`src/vicr_pkg.sv`:
```
package vicr_pkg;

    // Register offsets, byte addresses; each has aliases at +4/+8/+C
    localparam logic [7:0] OFS_CTRL   = 8'h00;
    localparam logic [7:0] OFS_SHDW   = 8'h10;
    localparam logic [7:0] OFS_STAT   = 8'h20;
    localparam logic [7:0] OFS_RELOAD = 8'h30;
    localparam logic [7:0] OFS_FLAG   = 8'h40;
    localparam logic [7:0] OFS_ENAB   = 8'h50;
    localparam logic [7:0] OFS_PRIO   = 8'h60;

    // Alias operation in address bits 3:2
    localparam logic [1:0] OP_WR  = 2'h0;
    localparam logic [1:0] OP_CLR = 2'h1;
    localparam logic [1:0] OP_SET = 2'h2;
    localparam logic [1:0] OP_INV = 2'h3;

    // Writable bit masks, all other bits read as zero
    localparam logic [31:0] CTRL_MASK   = 32'h007F171F;
    localparam logic [31:0] SHDW_MASK   = 32'hFFFFFFF1;
    localparam logic [31:0] RELOAD_MASK = 32'hFFFFFFFF;
    localparam logic [31:0] SRC_MASK    = 32'h000000FF;
    localparam logic [31:0] PRIO_MASK   = 32'h00FFFFFF;

    // Field positions
    localparam int VS_LSB     = 16;
    localparam int VS_W       = 7;
    localparam int MULTI_VECTOR_SELECT_BIT   = 12;
    localparam int TPC_LSB    = 8;
    localparam int SRIPL_LSB  = 8;
    localparam int SHDW_FLD_W = 4;
    localparam int SS0_BIT    = 0;
    localparam int PRIO_W     = 3;

    // Reset values
    localparam logic [31:0] CTRL_RST   = 32'h00000000;
    localparam logic [31:0] SHDW_RST   = 32'h00000000;
    localparam logic [31:0] RELOAD_RST = 32'h00000000;

    // Sizes and vector spacing unit
    localparam int         NUM_SRC      = 8;
    localparam int         NUM_EXT      = 5;
    localparam logic [9:0] SPACING_UNIT = 10'h008;
    // Edges a pin sample needs to reach the third sync stage after reset
    localparam logic [1:0] SYNC_FILL    = 2'h3;

    typedef struct packed {
        logic [31:0] ctrl;
        logic [31:0] shdw;
        logic [31:0] reload;
        logic [7:0]  flag;
        logic [7:0]  enab;
        logic [23:0] prio;
        logic [2:0]  sripl;
        logic [7:0]  sirq;
        logic [31:0] cnt;
        logic        run;
        logic        done;
        logic        req;
        logic [7:0]  num;
        logic [2:0]  lvl;
        logic [17:0] off;
        logic        shadow;
        logic [31:0] rdata;
    } vicr_state_s;

    typedef struct packed {
        logic [4:0] s1;
        logic [4:0] s2;
        logic [4:0] s3;
        logic [4:0] lvl;
        logic       primed;
        logic [1:0] fill;
        logic [4:0] pulse;
    } vicr_edge_state_s;

endpackage

```
`src/vicr_edge_if.sv`:
```
`timescale 1ns/1ps
`default_nettype none
interface vicr_edge_if;
    logic [4:0] polarity;
    logic [4:0] edge_pulse;
    // Controller side
    modport ctl (output polarity, input edge_pulse);
    // Edge detector side
    modport det (input polarity, output edge_pulse);
endinterface
`default_nettype wire

```
`src/vicr_ext_edge.sv`:
```
`timescale 1ns/1ps
`default_nettype none
module vicr_ext_edge
(
    // Clock and reset
    input  wire logic       i_clk,
    input  wire logic       i_sys_rst,
    // External interrupt pins
    input  wire logic [4:0] i_pin,
    // Polarity in, edge pulses out
    vicr_edge_if.det        eif
);
    vicr_pkg::vicr_edge_state_s st_ff;
    vicr_pkg::vicr_edge_state_s nxt_st;

    // Three-stage sync; level accepted once stages two and three agree
    always_comb
    begin
        nxt_st    = st_ff;
        nxt_st.s1 = i_pin;
        nxt_st.s2 = st_ff.s1;
        nxt_st.s3 = st_ff.s2;
        nxt_st.pulse = 5'h00;
        if (!st_ff.primed)
        begin
            // Stage three holds the reset zero until the pipe has filled;
            // priming on it would turn a pin idling high into a false edge
            if (st_ff.fill != vicr_pkg::SYNC_FILL)
                nxt_st.fill = st_ff.fill + 2'h1;
            // First agreed level after that is taken without an edge
            else if (st_ff.s2 == st_ff.s3)
            begin
                nxt_st.lvl    = st_ff.s3;
                nxt_st.primed = 1'b1;
            end
        end
        else
        begin
            for (int i = 0; i < vicr_pkg::NUM_EXT; i++)
            begin
                if (st_ff.s2[i] == st_ff.s3[i] && st_ff.s3[i] != st_ff.lvl[i])
                begin
                    nxt_st.lvl[i]   = st_ff.s3[i];
                    nxt_st.pulse[i] = (st_ff.s3[i] == eif.polarity[i]);
                end
            end
        end
    end

    always_ff @(posedge i_clk)
    begin
        if (i_sys_rst)
            st_ff <= '0;
        else
            st_ff <= nxt_st;
    end

    assign eif.edge_pulse = st_ff.pulse;

    property p_rise_edge;
        @(posedge i_clk) disable iff (i_sys_rst)
        (st_ff.primed && st_ff.s2[0] && st_ff.s3[0] && !st_ff.lvl[0] && eif.polarity[0])
            |=> st_ff.pulse[0];
    endproperty
    a_rise_edge: assert property (p_rise_edge)
        else $error("rising edge on pin 0 gave no pulse");

    property p_fall_ignored;
        @(posedge i_clk) disable iff (i_sys_rst)
        (st_ff.primed && st_ff.s3[1] && !st_ff.lvl[1] && !eif.polarity[1])
            |=> !st_ff.pulse[1];
    endproperty
    a_fall_ignored: assert property (p_fall_ignored)
        else $error("rising edge on falling-polarity pin 1 gave a pulse");
endmodule // vicr_ext_edge
`default_nettype wire

```
`src/vicr_ctrl.sv`:
```
//
// Summary of operation
// - One-hot spacing code gives 0, 8, 16 ... 512 bytes between vectors.
// - Single-vector mode ignores the spacing setting.
// - Mode bit set gives one vector per source, clear gives one shared vector.
// - Threshold N of 2..7 lets priority N or lower start the timer.
// - Threshold 1 lets only priority 1 start the timer.
// - Threshold 0 disables the proximity timer completely.
// - Each external input has a polarity bit: set rising, clear falling.
// - Per-level four-bit field picks shadow set 0 or 1; other codes reserved.
// - Single-vector shadow bit decides whether the shared vector gets a shadow set.
// - Status holds the priority level of the latest presented interrupt.
// - Status holds the number of the last request serviced by the core.
// - The timer loads the 32-bit reload value whenever an event starts it.
// - Unimplemented bits ignore writes and read as zero.
// - Clear, set and invert aliases sit at plus 4, 8 and C.
// - Each source flag reads one once its request occurred.
// - Source priority 0 disables it; 1 to 7 are priority levels.
`timescale 1ns/1ps
`default_nettype none
module vicr_ctrl
(
    // Clock and reset
    input  wire logic        i_clk,
    input  wire logic        i_sys_rst,
    // Register port
    input  wire logic [7:0]  i_addr,
    input  wire logic [31:0] i_wdata,
    input  wire logic        i_wr,
    input  wire logic        i_rd,
    output logic      [31:0] o_rdata,
    // Interrupt sources
    input  wire logic [4:0]  i_ext_irq,
    input  wire logic [2:0]  i_int_evt,
    // Request to the core
    output logic             o_irq_req,
    output logic      [7:0]  o_irq_num,
    output logic      [2:0]  o_irq_level,
    output logic      [17:0] o_irq_vec_off,
    output logic             o_irq_shadow,
    input  wire logic        i_irq_ack
);
    vicr_pkg::vicr_state_s st_ff;
    vicr_pkg::vicr_state_s nxt_st;

    logic        cand_v;
    logic [2:0]  cand_i;
    logic [2:0]  cand_l;
    logic        qual;
    logic        present;
    logic [1:0]  wop;
    logic [7:0]  wbase;
    logic [7:0]  flag_n;
    logic [7:0]  ev;
    logic [9:0]  bytes;
    logic [3:0]  ss_fld;

    vicr_edge_if eif ();

    // Masked write through one of the four aliases
    function automatic logic [31:0] wr_apply(input logic [31:0] old, input logic [31:0] wd,
                                             input logic [1:0] op, input logic [31:0] mask);
        logic [31:0] m;
        m = wd & mask;
        unique case (op)
            vicr_pkg::OP_WR:  wr_apply = (old & ~mask) | m;
            vicr_pkg::OP_CLR: wr_apply = old & ~m;
            vicr_pkg::OP_SET: wr_apply = old | m;
            vicr_pkg::OP_INV: wr_apply = old ^ m;
        endcase
    endfunction

    // One-hot spacing code to bytes; reserved codes give zero
    function automatic logic [9:0] spacing_bytes(input logic [6:0] vs);
        spacing_bytes = 10'h000;
        for (int k = 0; k < vicr_pkg::VS_W; k++)
        begin
            if (vs == 7'(7'h01 << k))
                spacing_bytes = 10'(vicr_pkg::SPACING_UNIT << k);
        end
    endfunction

    // Does a request of this level start the proximity timer
    function automatic logic tpc_hit(input logic [2:0] tpc, input logic [2:0] lvl);
        if (tpc == 3'h0)
            tpc_hit = 1'b0;
        else if (tpc == 3'h1)
            tpc_hit = (lvl == 3'h1);
        else
            tpc_hit = (lvl <= tpc);
    endfunction

    // Edge detector for the external pins
    assign eif.polarity = st_ff.ctrl[4:0];

    vicr_ext_edge i_vicr_ext_edge
    (
        .i_clk     (i_clk),
        .i_sys_rst (i_sys_rst),
        .i_pin     (i_ext_irq),
        .eif       (eif)
    );

    // Highest pending priority; lower source number wins a tie
    always_comb
    begin
        cand_v = 1'b0;
        cand_i = 3'h0;
        cand_l = 3'h0;
        for (int i = vicr_pkg::NUM_SRC - 1; i >= 0; i--)
        begin
            if (st_ff.flag[i] && st_ff.enab[i] && st_ff.prio[i*3 +: 3] != 3'h0
                && st_ff.prio[i*3 +: 3] >= cand_l)
            begin
                cand_v = 1'b1;
                cand_i = 3'(i);
                cand_l = st_ff.prio[i*3 +: 3];
            end
        end
    end

    // Derived terms shared by next-state logic and checks
    assign qual    = cand_v && tpc_hit(st_ff.ctrl[vicr_pkg::TPC_LSB +: 3], cand_l);
    assign present = cand_v && (!qual || st_ff.done);
    assign wop     = i_addr[3:2];
    assign wbase   = {i_addr[7:4], 4'h0};
    assign ev      = {i_int_evt, eif.edge_pulse};
    assign bytes   = spacing_bytes(st_ff.ctrl[vicr_pkg::VS_LSB +: vicr_pkg::VS_W]);
    assign ss_fld  = st_ff.shdw[cand_l*vicr_pkg::SHDW_FLD_W +: vicr_pkg::SHDW_FLD_W];

    // Next state of the whole controller
    always_comb
    begin
        nxt_st = st_ff;
        // Register writes; status is read-only and ignores them
        if (i_wr)
        begin
            case (wbase)
                vicr_pkg::OFS_CTRL:
                    nxt_st.ctrl = wr_apply(st_ff.ctrl, i_wdata, wop, vicr_pkg::CTRL_MASK);
                vicr_pkg::OFS_SHDW:
                    nxt_st.shdw = wr_apply(st_ff.shdw, i_wdata, wop, vicr_pkg::SHDW_MASK);
                vicr_pkg::OFS_RELOAD:
                    nxt_st.reload = wr_apply(st_ff.reload, i_wdata, wop, vicr_pkg::RELOAD_MASK);
                vicr_pkg::OFS_FLAG:
                    nxt_st.flag = 8'(wr_apply(32'(st_ff.flag), i_wdata, wop, vicr_pkg::SRC_MASK));
                vicr_pkg::OFS_ENAB:
                    nxt_st.enab = 8'(wr_apply(32'(st_ff.enab), i_wdata, wop, vicr_pkg::SRC_MASK));
                vicr_pkg::OFS_PRIO:
                    nxt_st.prio = 24'(wr_apply(32'(st_ff.prio), i_wdata, wop, vicr_pkg::PRIO_MASK));
                default:
                    nxt_st.prio = st_ff.prio;
            endcase
        end

        // Flags: ack clears the serviced source, a new event wins over any clear
        flag_n = nxt_st.flag;
        if (i_irq_ack && st_ff.req)
        begin
            flag_n[st_ff.num[2:0]] = 1'b0;
            nxt_st.sirq = st_ff.num;
        end
        nxt_st.flag = flag_n | ev;

        // Proximity timer; dropping the qualifying request abandons it
        if (!qual)
        begin
            nxt_st.run  = 1'b0;
            nxt_st.done = 1'b0;
        end
        else if (st_ff.run)
        begin
            if (st_ff.cnt == 32'h00000000)
            begin
                nxt_st.run  = 1'b0;
                nxt_st.done = 1'b1;
            end
            else
                nxt_st.cnt = st_ff.cnt - 32'h00000001;
        end
        else if (!st_ff.done)
        begin
            nxt_st.run = 1'b1;
            nxt_st.cnt = st_ff.reload;
        end

        // Request to the core, updated while one is presented
        nxt_st.req = present;
        if (present)
        begin
            nxt_st.num   = 8'(cand_i);
            nxt_st.lvl   = cand_l;
            nxt_st.sripl = cand_l;
            if (st_ff.ctrl[vicr_pkg::MULTI_VECTOR_SELECT_BIT])
            begin
                nxt_st.off    = 18'(cand_i) * 18'(bytes);
                nxt_st.shadow = ss_fld[0];
            end
            else
            begin
                nxt_st.off    = 18'h00000;
                nxt_st.shadow = st_ff.shdw[vicr_pkg::SS0_BIT];
            end
        end

        // Read data stands only in the cycle after the strobe
        nxt_st.rdata = 32'h00000000;
        if (i_rd)
        begin
            case (wbase)
                vicr_pkg::OFS_CTRL:   nxt_st.rdata = st_ff.ctrl;
                vicr_pkg::OFS_SHDW:   nxt_st.rdata = st_ff.shdw;
                vicr_pkg::OFS_STAT:   nxt_st.rdata = {21'h000000, st_ff.sripl, st_ff.sirq};
                vicr_pkg::OFS_RELOAD: nxt_st.rdata = st_ff.reload;
                vicr_pkg::OFS_FLAG:   nxt_st.rdata = {24'h000000, st_ff.flag};
                vicr_pkg::OFS_ENAB:   nxt_st.rdata = {24'h000000, st_ff.enab};
                vicr_pkg::OFS_PRIO:   nxt_st.rdata = {8'h00, st_ff.prio};
                default:              nxt_st.rdata = 32'h00000000;
            endcase
        end
    end

    // State register
    always_ff @(posedge i_clk)
    begin
        if (i_sys_rst)
        begin
            st_ff        <= '0;
            st_ff.ctrl   <= vicr_pkg::CTRL_RST;
            st_ff.shdw   <= vicr_pkg::SHDW_RST;
            st_ff.reload <= vicr_pkg::RELOAD_RST;
        end
        else
            st_ff <= nxt_st;
    end

    // Outputs straight from the state register
    assign o_rdata       = st_ff.rdata;
    assign o_irq_req     = st_ff.req;
    assign o_irq_num     = st_ff.num;
    assign o_irq_level   = st_ff.lvl;
    assign o_irq_vec_off = st_ff.off;
    assign o_irq_shadow  = st_ff.shadow;

    property p_tpc_off;
        @(posedge i_clk) disable iff (i_sys_rst)
        (st_ff.ctrl[vicr_pkg::TPC_LSB +: 3] == 3'h0) |-> !qual;
    endproperty
    a_tpc_off: assert property (p_tpc_off)
        else $error("timer qualified while disabled");

    property p_multi_off;
        @(posedge i_clk) disable iff (i_sys_rst)
        (present && st_ff.ctrl[vicr_pkg::MULTI_VECTOR_SELECT_BIT])
            |=> (o_irq_vec_off == 18'($past(cand_i)) * 18'($past(bytes)));
    endproperty
    a_multi_off: assert property (p_multi_off)
        else $error("vector offset is not number times spacing");

    property p_single_off;
        @(posedge i_clk) disable iff (i_sys_rst)
        (present && !st_ff.ctrl[vicr_pkg::MULTI_VECTOR_SELECT_BIT]) |=> (o_irq_vec_off == 18'h00000) && o_irq_req;
    endproperty
    a_single_off: assert property (p_single_off)
        else $error("single vector offset not zero");

    property p_stat_zero;
        @(posedge i_clk) disable iff (i_sys_rst)
        (i_rd && wbase == vicr_pkg::OFS_STAT) |=> (o_rdata[31:11] == 21'h000000);
    endproperty
    a_stat_zero: assert property (p_stat_zero)
        else $error("unimplemented status bits read nonzero");

    property p_ack_sirq;
        @(posedge i_clk) disable iff (i_sys_rst)
        (i_irq_ack && o_irq_req) |=> (st_ff.sirq == $past(o_irq_num));
    endproperty
    a_ack_sirq: assert property (p_ack_sirq)
        else $error("serviced number not recorded");

    property p_reload;
        @(posedge i_clk) disable iff (i_sys_rst)
        (qual && !st_ff.run && !st_ff.done) |=> (st_ff.run && st_ff.cnt == $past(st_ff.reload));
    endproperty
    a_reload: assert property (p_reload)
        else $error("timer did not load reload value");

    property p_hold;
        @(posedge i_clk) disable iff (i_sys_rst)
        (qual && !st_ff.done) |=> !o_irq_req;
    endproperty
    a_hold: assert property (p_hold)
        else $error("qualifying request presented before timer expiry");

    property p_set_alias;
        @(posedge i_clk) disable iff (i_sys_rst)
        (i_wr && wbase == vicr_pkg::OFS_CTRL && wop == vicr_pkg::OP_SET)
            |=> (st_ff.ctrl == ($past(st_ff.ctrl) | ($past(i_wdata) & vicr_pkg::CTRL_MASK)));
    endproperty
    a_set_alias: assert property (p_set_alias)
        else $error("set alias did not OR into control");

    property p_level;
        @(posedge i_clk) disable iff (i_sys_rst)
        present |=> (st_ff.sripl == $past(cand_l)) && (o_irq_level == st_ff.sripl);
    endproperty
    a_level: assert property (p_level)
        else $error("requested level status mismatch");

    // Reserved select codes are left out; only 0000 and 0001 are defined
    property p_multi_shadow;
        @(posedge i_clk) disable iff (i_sys_rst)
        (present && st_ff.ctrl[vicr_pkg::MULTI_VECTOR_SELECT_BIT] && ss_fld[3:1] == 3'h0)
            |=> (o_irq_shadow == $past(ss_fld == 4'h1));
    endproperty
    a_multi_shadow: assert property (p_multi_shadow)
        else $error("level shadow select not applied");

    property p_single_shadow;
        @(posedge i_clk) disable iff (i_sys_rst)
        (present && !st_ff.ctrl[vicr_pkg::MULTI_VECTOR_SELECT_BIT])
            |=> (o_irq_shadow == $past(st_ff.shdw[vicr_pkg::SS0_BIT]));
    endproperty
    a_single_shadow: assert property (p_single_shadow)
        else $error("single vector shadow bit not applied");

    property p_tpc_one;
        @(posedge i_clk) disable iff (i_sys_rst)
        (st_ff.ctrl[vicr_pkg::TPC_LSB +: 3] == 3'h1 && cand_l != 3'h1) |-> !qual;
    endproperty
    a_tpc_one: assert property (p_tpc_one)
        else $error("threshold one qualified a level other than one");

    // A source event must win over any clear in the same cycle
    property p_flag_set;
        @(posedge i_clk) disable iff (i_sys_rst)
        (ev != 8'h00) |=> ((st_ff.flag & $past(ev)) == $past(ev));
    endproperty
    a_flag_set: assert property (p_flag_set)
        else $error("source event did not set its flag");
endmodule // vicr_ctrl
`default_nettype wire

```
`config.mk`:
```
export PLATFORM = sky130hd
export DESIGN_NAME = vicr_ctrl
export DESIGN_NICKNAME = d
export VERILOG_FILES = /design/src/vicr_pkg.sv /design/src/vicr_edge_if.sv /design/src/vicr_ext_edge.sv /design/src/vicr_ctrl.sv
export SDC_FILE = /design/constraint.sdc
export NUM_CORES = 1
export LEC_CHECK = 0
export ABC_AREA = 1
export BUFFER_PORTS_ARGS = -buffer_cell sky130_fd_sc_hd__buf_4
export CAP_MARGIN = 30
export CORE_UTILIZATION = 35
export CTS_BUF_LIST = sky130_fd_sc_hd__clkbuf_4 sky130_fd_sc_hd__clkbuf_8
export CTS_CLUSTER_DIAMETER = 120
export CTS_CLUSTER_SIZE = 20
export DETAILED_ROUTE_END_ITERATION = 12
export PLACE_DENSITY = 0.62
export SYNTH_ARGS = -nofsm -noshare
export SYNTH_HDL_FRONTEND = slang
export SYNTH_HIERARCHICAL = 1
export SYNTH_SLANG_ARGS = --single-unit
export TNS_END_PERCENT = 100
```
`constraint.sdc`:
```
create_clock -name i_clk -period 13.3 [get_ports i_clk]
set_input_delay 1.33 -clock i_clk [delete_from_list [all_inputs] [get_ports i_clk]]
set_output_delay 1.33 -clock i_clk [all_outputs]
set_load 0.1 [all_outputs]
```
# Word level (Yosys, flattened, before mapping)
# Index checks and enable logic that the tools add are counted.
[classes]
n_addsub = 2
mul = 1
div = 0
n_lt_le_gt_ge = 11
n_eq_ne = 43
shifts = 1
muxes = 62
bitwise = 36
n_reduce_logical = 68
[ops]
columns = ["operator", "n"]
rows = [
  ["one-hot mux 32 bit (4 select lines)", 3],
  ["one-hot mux 32 bit (7 select lines)", 1],
  ["bitwise AND 32 bit", 3],
  ["one-hot mux 24 bit (4 select lines)", 1],
  ["two-way mux 33 bit", 2],
  ["NOT 32 bit", 2],
  ["OR 32 x 23 -> 32 bit", 2],
  ["OR 32 bit", 2],
  ["one-hot mux 8 bit (4 select lines)", 2],
  ["XOR 32 bit", 2],
  ["two-way mux 10 bit", 6],
  ["two-way mux 3 bit", 17],
  ["two-way mux 40 bit", 1],
  ["logical AND 1 bit", 33],
  ["logical NOT 32 bit", 1],
  ["two-way mux 32 bit", 1],
  ["NOT 23 -> 32 bit", 1],
  ["OR 4 x 32 -> 32 bit", 1],
  ["indexed part select 32 x 6 -> 1 bit", 1],
  ["subtractor 32 x 1 -> 32 bit (second input constant)", 1],
  ["XOR 32 x 23 -> 32 bit", 1],
  ["bitwise AND 24 bit", 1],
  ["bitwise AND 8 bit", 3],
  ["two-way mux 24 bit", 1],
  ["other kinds (50)", 135],
]
[totals]
ff_bits = 259
latch_bits = 0
ram_bits = 0
rom_bits = 0
output_inout_bits = 63
word_cells = 255
n_memories = 0

# Depth between registers and ports, before layout
# Gate-level depths: netlist of the first run.
[logic_depth]
ltp_word = 32
ltp_mapped = 85
ltp_nobuf = 85

# Hierarchy
# The synthesis of the first run kept the hierarchy.
[by_module_without_submodules]
columns = ["mod", "instances", "cells_per_inst", "area_per_inst_um2", "seq_area_each_um2"]
rows = [
  ["vicr_ctrl", 1, 2160, 15910.3, 4083.9],
  ["vicr_ext_edge", 1, 154, 1164.9, 560.5],
]

# Worst setup path after synthesis of the first run
# No wires, ideal clock.
[synth_path]
kind = "reg2reg"
from = "register st_ff[130] (netlist bit)"
to = "register st_ff (netlist bit o_irq_vec_off[11])"
arrival_ns = 9.181
required_time_ns = 13.230
slack_ns = 4.048
stages_incl_launch_ff = 82
period_less_slack_ns = 9.252
cell_sequence = "dfxtp_1 > inv_1 > nand2_1 > and3_1 > inv_1 > nor2_1 > ha_1 > inv_1 > nand2_1 > nand2_1 > nand2_1 > nand2_2 > nand2_1 > o21ai_0 > ha_1 > inv_1 > nand2_1 > o21ai_0 > [... 46 more ...] > nor3_1 > nand2_1 > inv_1 > nand2_1 > fa_1 > inv_1 > ha_1 > fa_1 > inv_1 > o31ai_1 > inv_1 > nor2_1 > nor2_1 > nor2_1 > o21a_1 > nor3_1 > nand3_1 > a21oi_1"
[synth_via]
elab_chain_cells = 32
word_cells_on_any_way = 52
cone_classes = "mul (1); order compare (9); eq/ne (1); mux (27); reduce/logical (14)"
[synth_lines]
columns = ["element", "line_no", "text"]
rows = [
  ["start: declaration", "vicr_ctrl.sv:43", "vicr_pkg::vicr_state_s st_ff;"],
  ["start signal: assignment", "vicr_ctrl.sv:234", "st_ff <= nxt_st;"],
  ["parallel branches: the longest is 32 deep, another holds greater-or-equal comparator 3 x 1 -> 1 bit", "-", ""],
]
# Several ways; the timed one is not identified.
# A chain may end at the register's enable or synchronous reset.

# Final worst setup path of the first run
[layout_path]
from = "register st_ff[147] (netlist bit)"
to = "register st_ff (netlist bit o_irq_vec_off[11])"
[layout_via]
elab_chain_cells = 32
word_cells_on_any_way = 51
cone_classes = "mul (1); order compare (8); eq/ne (1); mux (27); reduce/logical (14)"
[layout_lines]
columns = ["element", "line_no", "text"]
rows = [
  ["logical AND 1 bit * (2 in series)", "vicr_ctrl.sv:112", "if (st_ff.flag[i] && st_ff.enab[i] && st_ff.prio[i*3 +: 3] != 3'h0"],
  ["logical AND 1 bit *", "vicr_ctrl.sv:113", "&& st_ff.prio[i*3 +: 3] >= cand_l)"],
  ["parallel branches: the longest is 29 deep, another holds greater-or-equal comparator 3 bit", "-", ""],
]
# Every way passes the cells marked *.

==> metrics.md, run 1 <==
| Metric | Value |
|---|---|
| Largest voltage drop on the vdd net | `0.0650 mV` |
| Yosys warning count | `6` |
| Detailed-route wire length on metal 1 | `about 23,000 um` |
| Fill cell total of the finished layout | `approximately 5,000` |
| Later-pin clock latency in the skew report | `about 0.58 ns` |
| Row count | `80` |
| Status | `complete, no violations` |
| Slowest stage cell, crit path | `dfxtp_1` |
| Endpoints failing setup | `0` |
| Largest net degree at the start of global routing | `a little under 90` |
| Post-cts resize count | `0` |
| Vias in the first global route | `about 16,000` |
| Post-detailed-route count of antenna-violating nets | `0` |
| Highest attainable clock frequency | `91.2 MHz` |
| Longest Clk Path Bufs | `3` |
| Transition time of the tightest slew-check pin | `approximately 1 ns` |
| Share of flip-flops with an asynchronous set or reset | `0` |
| Clock transition time at the flip-flop clock pins of the worst setup and hold paths | `about 0.14 ns` |
| Cell taking the most area after synthesis | `dfxtp_1` |
| Setup slack at placement | `2.50 ns` |
| Overall track demand over capacity in global routing | `0.212` |
| CP dominant cell by count | `nand2_1` |
| Critical path peak fanout | `8` |
| Worst min-delay path class | `flip-flop to flip-flop` |
| H-tree levels | `1` |
| Worst Reg-to-Reg Cells | `77` |
| Leading cell type in the layout, fill and taps excluded | `nor2_1` |
| Width of the die | `223 um` |
| Highest routing layer actually used | `met5` |
| Area of all placed cells without fillers | `~18,000 um2` |
| Shortest period the worst path allows | `10.97 ns` |
| Setup repair after global routing missed its margin | `false` |
| Number of vias per cell after detailed routing | `between 5 and 6` |
| Clk Tree Root Cell | `clkbuf_8` |
| Portion of synthesized cell area occupied by the leading cell type | `0.272` |
| TritonCTS clock tree | `built` |
| Top-level port count | `between 100 and 150` |
| Fraction of layout cells with a size suffix above 1 | `0.0865` |
| Remaining Overflow, GRT | `0` |
| Total Die Area | `approximately 50,000 um2` |
| Post-layout net count | `2,610` |
| Final wirelength | `53,600 um` |
| Total power draw | `around 1.3 mW` |
| Critical path type | `flip-flop to flip-flop` |
| Area of the mapped netlist | `17,100 um2` |
| Diodes inserted | `0` |
| First-pass GRT wire length | `84,900 um` |
| Dominant synthesized flop cell | `dfxtp_1` |
| Power density cells | `between 70 and 80 nW/um2` |
| Final GP Congestion | `0.882` |
| Worst endpoint data arrival time | `11.46 ns` |
| Part of the Yosys area used for sequential elements | `0.272` |
| Die Y | `between 200 and 250 um` |
| Min setup slack post-route | `2.33 ns` |
| Met2 wire length | `between 20,000 and 30,000 um` |
| Syn Inst Count | `approximately 2,300` |
| Synth Register Bits | `roughly 230` |
| 1st-iter DRT viols | `~1,400` |
| DP Area | `approximately 18,000 um2` |
| Summed negative setup slack over all endpoints | `0 ns` |
| Clock buffers created by TritonCTS | `15` |
| Met3 WL | `between 2000 and 3000 um` |
| Cell variety after synth | `a little under 50` |
| Crit-path max cell delay | `0.55 ns` |
| Max cap viols | `0` |
| IO buf count | `100` |
| Effective utilization at floorplan | `0.356` |
| Total core area | `47,900 um2` |
| Leakage power of the design | `between 8 and 9 nW` |
| Number of hold-slack violations in the final timing report | `0` |
| Worst path required time | `13.79 ns` |
| Minimum hold slack | `between 0.4 and 0.5 ns` |
| Max Clock Skew | `approximately 0.041 ns` |
| Total clock sinks | `about 230` |
| Cells taking the most area after synthesis | `dfxtp_1 (27%), ha_1 (19%), nor2_1 (6.7%)` |
| Relative max-transition margin | `0.327` |
| Average cell area after synthesis | `between 7 and 8 um2` |
| Category of the worst setup path launch point | `flip-flop` |
| Number of synthesized flops with an enable pin | `0` |
| Setup repair bufs after CTS | `0` |
| Per-cell routed wire length | `about 18 um` |
| # hold bufs at CTS | `0` |
| Number of pins exceeding their max-slew limit in the final report | `0` |
| Leading cell types in the layout, fill and taps excluded | `nor2_1 (300), inv_1 (294), nand2_1 (284)` |
| Post-synthesis to final-layout area growth | `6.06%` |
| Setup crit end kind | `flip-flop` |
| First drt pass iteration count | `6` |
| Final critical-path share of the clock period | `0.825` |
| Min-Delay Path Depth | `2` |
| Total vias in the final route | `~16,000` |
| Antenna violations before repair | `1` |
| Residual DRC count | `0` |
| Detailed placement HPWL | `37,700 um` |
## worst max-delay path: cells and delay by family (launching register included)
kind	cells	cell delay [ns]
flip-flops	1	0.55
buffers and inverters	15	1.26
adder cells (fa/ha/maj)	10	2.83
AO/OA/AOI/OAI	13	2.23
AND/OR/NAND/NOR	39	3.91
## where the power goes
group / total (mW) / switching (mW) / internal (mW)
logic: 0.217 / 0.148 / 0.0690
registers: 0.725 / 0.0149 / 0.710
clock network: 0.361 / 0.253 / 0.108
total: 1.30 / 0.416 / 0.888
## stage by stage
stage	util	instances
2_1_floorplan	-	2326
3_3_place_gp	0.373	2885
3_5_place_dp	0.373	2887
4_1_cts	0.378	2904
5_1_grt	0.378	2904
6_report	0.378	2904
## registers in the layout, summed over array words and instances, names as in the netlist
name,flops
o_irq_shadow,1
o_irq_vec_off,10
i_vicr_ext_edge/st_ff,13
o_irq_num,3
o_rdata,32
i_vicr_ext_edge/nxt_st,10
o_irq_level,3
i_vicr_ext_edge/eif.edge_pulse,5
o_irq_req,1
eif.polarity,5
st_ff,149
## worst paths after layout
path                         startpoint                         end  slack (ns)
max                          st_ff[147]           o_irq_vec_off[11]        2.33
min          i_vicr_ext_edge/nxt_st[21]  i_vicr_ext_edge/nxt_st[16]        0.41
max reg2reg                  st_ff[147]           o_irq_vec_off[11]        2.33
min reg2reg  i_vicr_ext_edge/nxt_st[21]  i_vicr_ext_edge/nxt_st[16]        0.41
## area by class of cell
cell class / count / area [um2] / area share
multi-input combinational: 1612 / 10400 / 0.575
sequential: 232 / 4640 / 0.256
inverter: 307 / 1160 / 0.0638
timing repair buffer: 121 / 908 / 0.0502
tap: 615 / 769 / 0.0425
clock buffer: 16 / 214 / 0.0118
clock inverter: 1 / 8.76 / 0.000484
## kinds of logic (layout without fill, tap and decap cells)
logic type               after synthesis  count (layout)  share of synthesized area
multiplexers                           2               2                    0.00132
adder cells (fa/ha/maj)              268             268                      0.199
flip-flops                           232             232                      0.272
other                                  1              13                   0.000220
XOR/XNOR                              13              13                    0.00667
buffers and inverters                482             445                      0.123
AO/OA/AOI/OAI                        559             559                      0.210
AND/OR/NAND/NOR                      757             757                      0.188
## synth_stat cells (all sizes together), types with 12 or more instances
cell / number
nand4: 12
nand3: 94
dfxtp: 232
buf: 86
a21oi: 70
inv: 304
nand2: 309
nor2: 310
clkbuf: 89
o21ai: 174
o22ai: 41
a221oi: 125
a31oi: 115
ha: 262
nor3: 20
## layer usage
metal,GRT usage,vias up
met4,0.0968,2
met5,0,-
met1,0.270,7675
met3,0.0199,112
met2,0.361,534
li1,-,7761
No activity file was read; power rests on OpenSTA's default activity.
==> run 2, diff against run 1 <==
--- a/config.mk
+++ b/config.mk
@@ -13,7 +13,7 @@
 export CTS_CLUSTER_DIAMETER = 120
 export CTS_CLUSTER_SIZE = 20
 export DETAILED_ROUTE_END_ITERATION = 12
-export PLACE_DENSITY = 0.62
+export PLACE_DENSITY = 0.64
 export SYNTH_ARGS = -nofsm -noshare
 export SYNTH_HDL_FRONTEND = slang
 export SYNTH_HIERARCHICAL = 1
==> constraint.sdc (replaced) <==
create_clock -name i_clk -period 9.3 [get_ports i_clk]
set_input_delay 0.93 -clock i_clk [delete_from_list [all_inputs] [get_ports i_clk]]
set_output_delay 0.93 -clock i_clk [all_outputs]
set_load 0.1 [all_outputs]
==> metrics.md, run 2 (same netlist as run 1, synthesis figures left out) <==
| Metric | Value |
|---|---|
| Max cap viols | `0` |
| CP dominant cell by count | `nand2_2` |
| Post-layout net count | `about 2,700` |
| Number of vias per cell after detailed routing | `between 5 and 6` |
| Relative max-transition margin | `0.323` |
| Total core area | `about 48,000 um2` |
| Die Y | `about 220 um` |
| Status | `complete, no violations` |
| Detailed placement HPWL | `approximately 38,000 um` |
| TritonCTS clock tree | `built` |
| Diodes inserted | `0` |
| Area of all placed cells without fillers | `19,200 um2` |
| Endpoints failing setup | `0` |
| Per-cell routed wire length | `between 15 and 20 um` |
| Slowest stage cell, crit path | `fa_1` |
| Biggest register | `st_ff` |
| Longest Clk Path Bufs | `3` |
| Leading cell type in the layout, fill and taps excluded | `nor2_1` |
| Final GP Congestion | `between 0.9 and 1` |
| Clock buffers created by TritonCTS | `15` |
| Min-Delay Path Depth | `2` |
| Row count | `80` |
| Worst path required time | `a little under 10 ns` |
| Largest net degree at the start of global routing | `93` |
| Total power draw | `between 1.5 and 2 mW` |
| Later-pin clock latency in the skew report | `0.61 ns` |
| Power density cells | `98.5 nW/um2` |
| Clk Tree Root Cell | `clkbuf_8` |
| Critical path type | `flip-flop to flip-flop` |
| Total clock sinks | `232` |
| Shortest period the worst path allows | `9.11 ns` |
| H-tree levels | `1` |
| Antenna violations before repair | `0` |
| Overall track demand over capacity in global routing | `0.215` |
| Category of the worst setup path launch point | `flip-flop` |
| Remaining Overflow, GRT | `0` |
| Largest voltage drop on the vdd net | `between 0.1 and 0.15 mV` |
| Transition time of the tightest slew-check pin | `between 1 and 1.5 ns` |
| Max Clock Skew | `0.0717 ns` |
| Setup repair after global routing missed its margin | `true` |
| Hold Path Origin | `i_vicr_ext_edge/nxt_st[22]` |
| Hold EP | `i_vicr_ext_edge/nxt_st[17]` |
| Crit-path max cell delay | `roughly 0.56 ns` |
| Final critical-path share of the clock period | `0.979` |
| Max FFs per register | `149` |
| Leakage power of the design | `about 8.5 nW` |
| Post-detailed-route count of antenna-violating nets | `0` |
| Effective utilization at floorplan | `0.356` |
| Setup crit end kind | `flip-flop` |
| Leading cell types in the layout, fill and taps excluded | `nor2_1 (295), inv_1 (281), nand2_1 (268)` |
| Worst Reg-to-Reg Cells | `83` |
| Highest attainable clock frequency | `~110 MHz` |
| Top-level port count | `roughly 120` |
| First-pass GRT wire length | `86,600 um` |
| FF-to-FF setup slack | `roughly 0.19 ns` |
| Reg-to-reg startpoint | `st_ff[129]` |
| IO buf count | `100` |
| Final wirelength | `between 50,000 and 60,000 um` |
| # hold bufs at CTS | `0` |
| Critical path peak fanout | `5` |
| Total vias in the final route | `16,700` |
| Vias in the first global route | `16,100` |
| Residual DRC count | `0` |
| Clock transition time at the flip-flop clock pins of the worst setup and hold paths | `0.14 ns` |
| Worst min-delay path class | `flip-flop to flip-flop` |
| Width of the die | `about 220 um` |
| Total Die Area | `between 40,000 and 50,000 um2` |
| Number of pins exceeding their max-slew limit in the final report | `0` |
| Number of hold-slack violations in the final timing report | `0` |
| Critical R2R Capture | `o_irq_vec_off[11]` |
| Worst endpoint data arrival time | `9.64 ns` |
| 1st-iter DRT viols | `between 1,000 and 1,500` |
| DP Area | `between 15,000 and 20,000 um2` |
| Fraction of layout cells with a size suffix above 1 | `0.148` |
| First drt pass iteration count | `6` |
| Post-synthesis to final-layout area growth | `12.2%` |
[run 2: changes by cell type in the layout (fill, tap and decap cells not counted), sizes merged]
| cell | delta |
|---|---|
| inv | -1 |
| buf | +87 |
| clkinvlp | +2 |
| clkbuf | +2 |
[run 2: final cells by class]
type	count	area (um2)
well taps	615	769
clock inverters	2	15.0
inverters	307	1160
fillers	4851	28800
flip-flops and latches	232	4650
repair buffers	208	1620
clock buffers	18	229
multi-input cells	1612	10700
[run 2: worst max-delay path, delay by kind of cell (launching register included)]
kind | cells | cell delay [ns]
buffers and inverters | 15 | 1.08
AO/OA/AOI/OAI | 10 | 1.03
adder cells (fa/ha/maj) | 10 | 2.90
AND/OR/NAND/NOR | 48 | 3.66
flip-flops | 1 | 0.35
[run 2: what timing repair did]
action	CTS	global route
buffers inserted	16	15
endpoints found under the setup margin	6	51
pin swaps	8	60
gates resized for setup	27	67
[run 2: worst max-delay path by stage]
stage	start	endpoint	slack, ns	cells past startpoint
2_1_floorplan	st_ff[130]	o_irq_vec_off[11]	0.05	81
3_3_place_gp	st_ff[131]	o_irq_vec_off[11]	-0.24	77
3_5_place_dp	st_ff[131]	o_irq_vec_off[11]	-0.42	79
4_1_cts	st_ff[129]	o_irq_vec_off[11]	0.004	83
5_1_grt	st_ff[129]	o_irq_vec_off[11]	-0.41	84
6_report	st_ff[129]	o_irq_vec_off[11]	0.19	83
[run 2: power breakdown]
part | internal [mW] | switching [mW]
logic | 0.103 | 0.216
registers | 1.02 | 0.0203
clock network | 0.164 | 0.367
[run 2: metal layers]
metal	GRT usage	up-vias	wire (um)
met5	0	-	0
met4	0.0917	0	2310
met3	0.0233	122	3200
met2	0.375	581	26800
met1	0.268	8024	22900
li1	-	7954	-
[run 2: metrics by stage]
| step | setup TNS [ns] | hold slack, ns | utilization | setup WS, ns | std cells |
|---|---|---|---|---|---|
| 3_5_place_dp | -1.47 | 0.400 | 0.382 | -0.417 | 2942 |
| 6_report | 0 | 0.414 | 0.400 | 0.193 | 2994 |
| 2_1_floorplan | 0 | 0.388 | - | 0.0482 | 2326 |
| 3_3_place_gp | -0.376 | 0.398 | 0.381 | -0.236 | 2938 |
| 4_1_cts | 0 | 0.418 | 0.391 | 0.00428 | 2978 |
| 5_1_grt | -1.35 | 0.436 | 0.400 | -0.415 | 2994 |
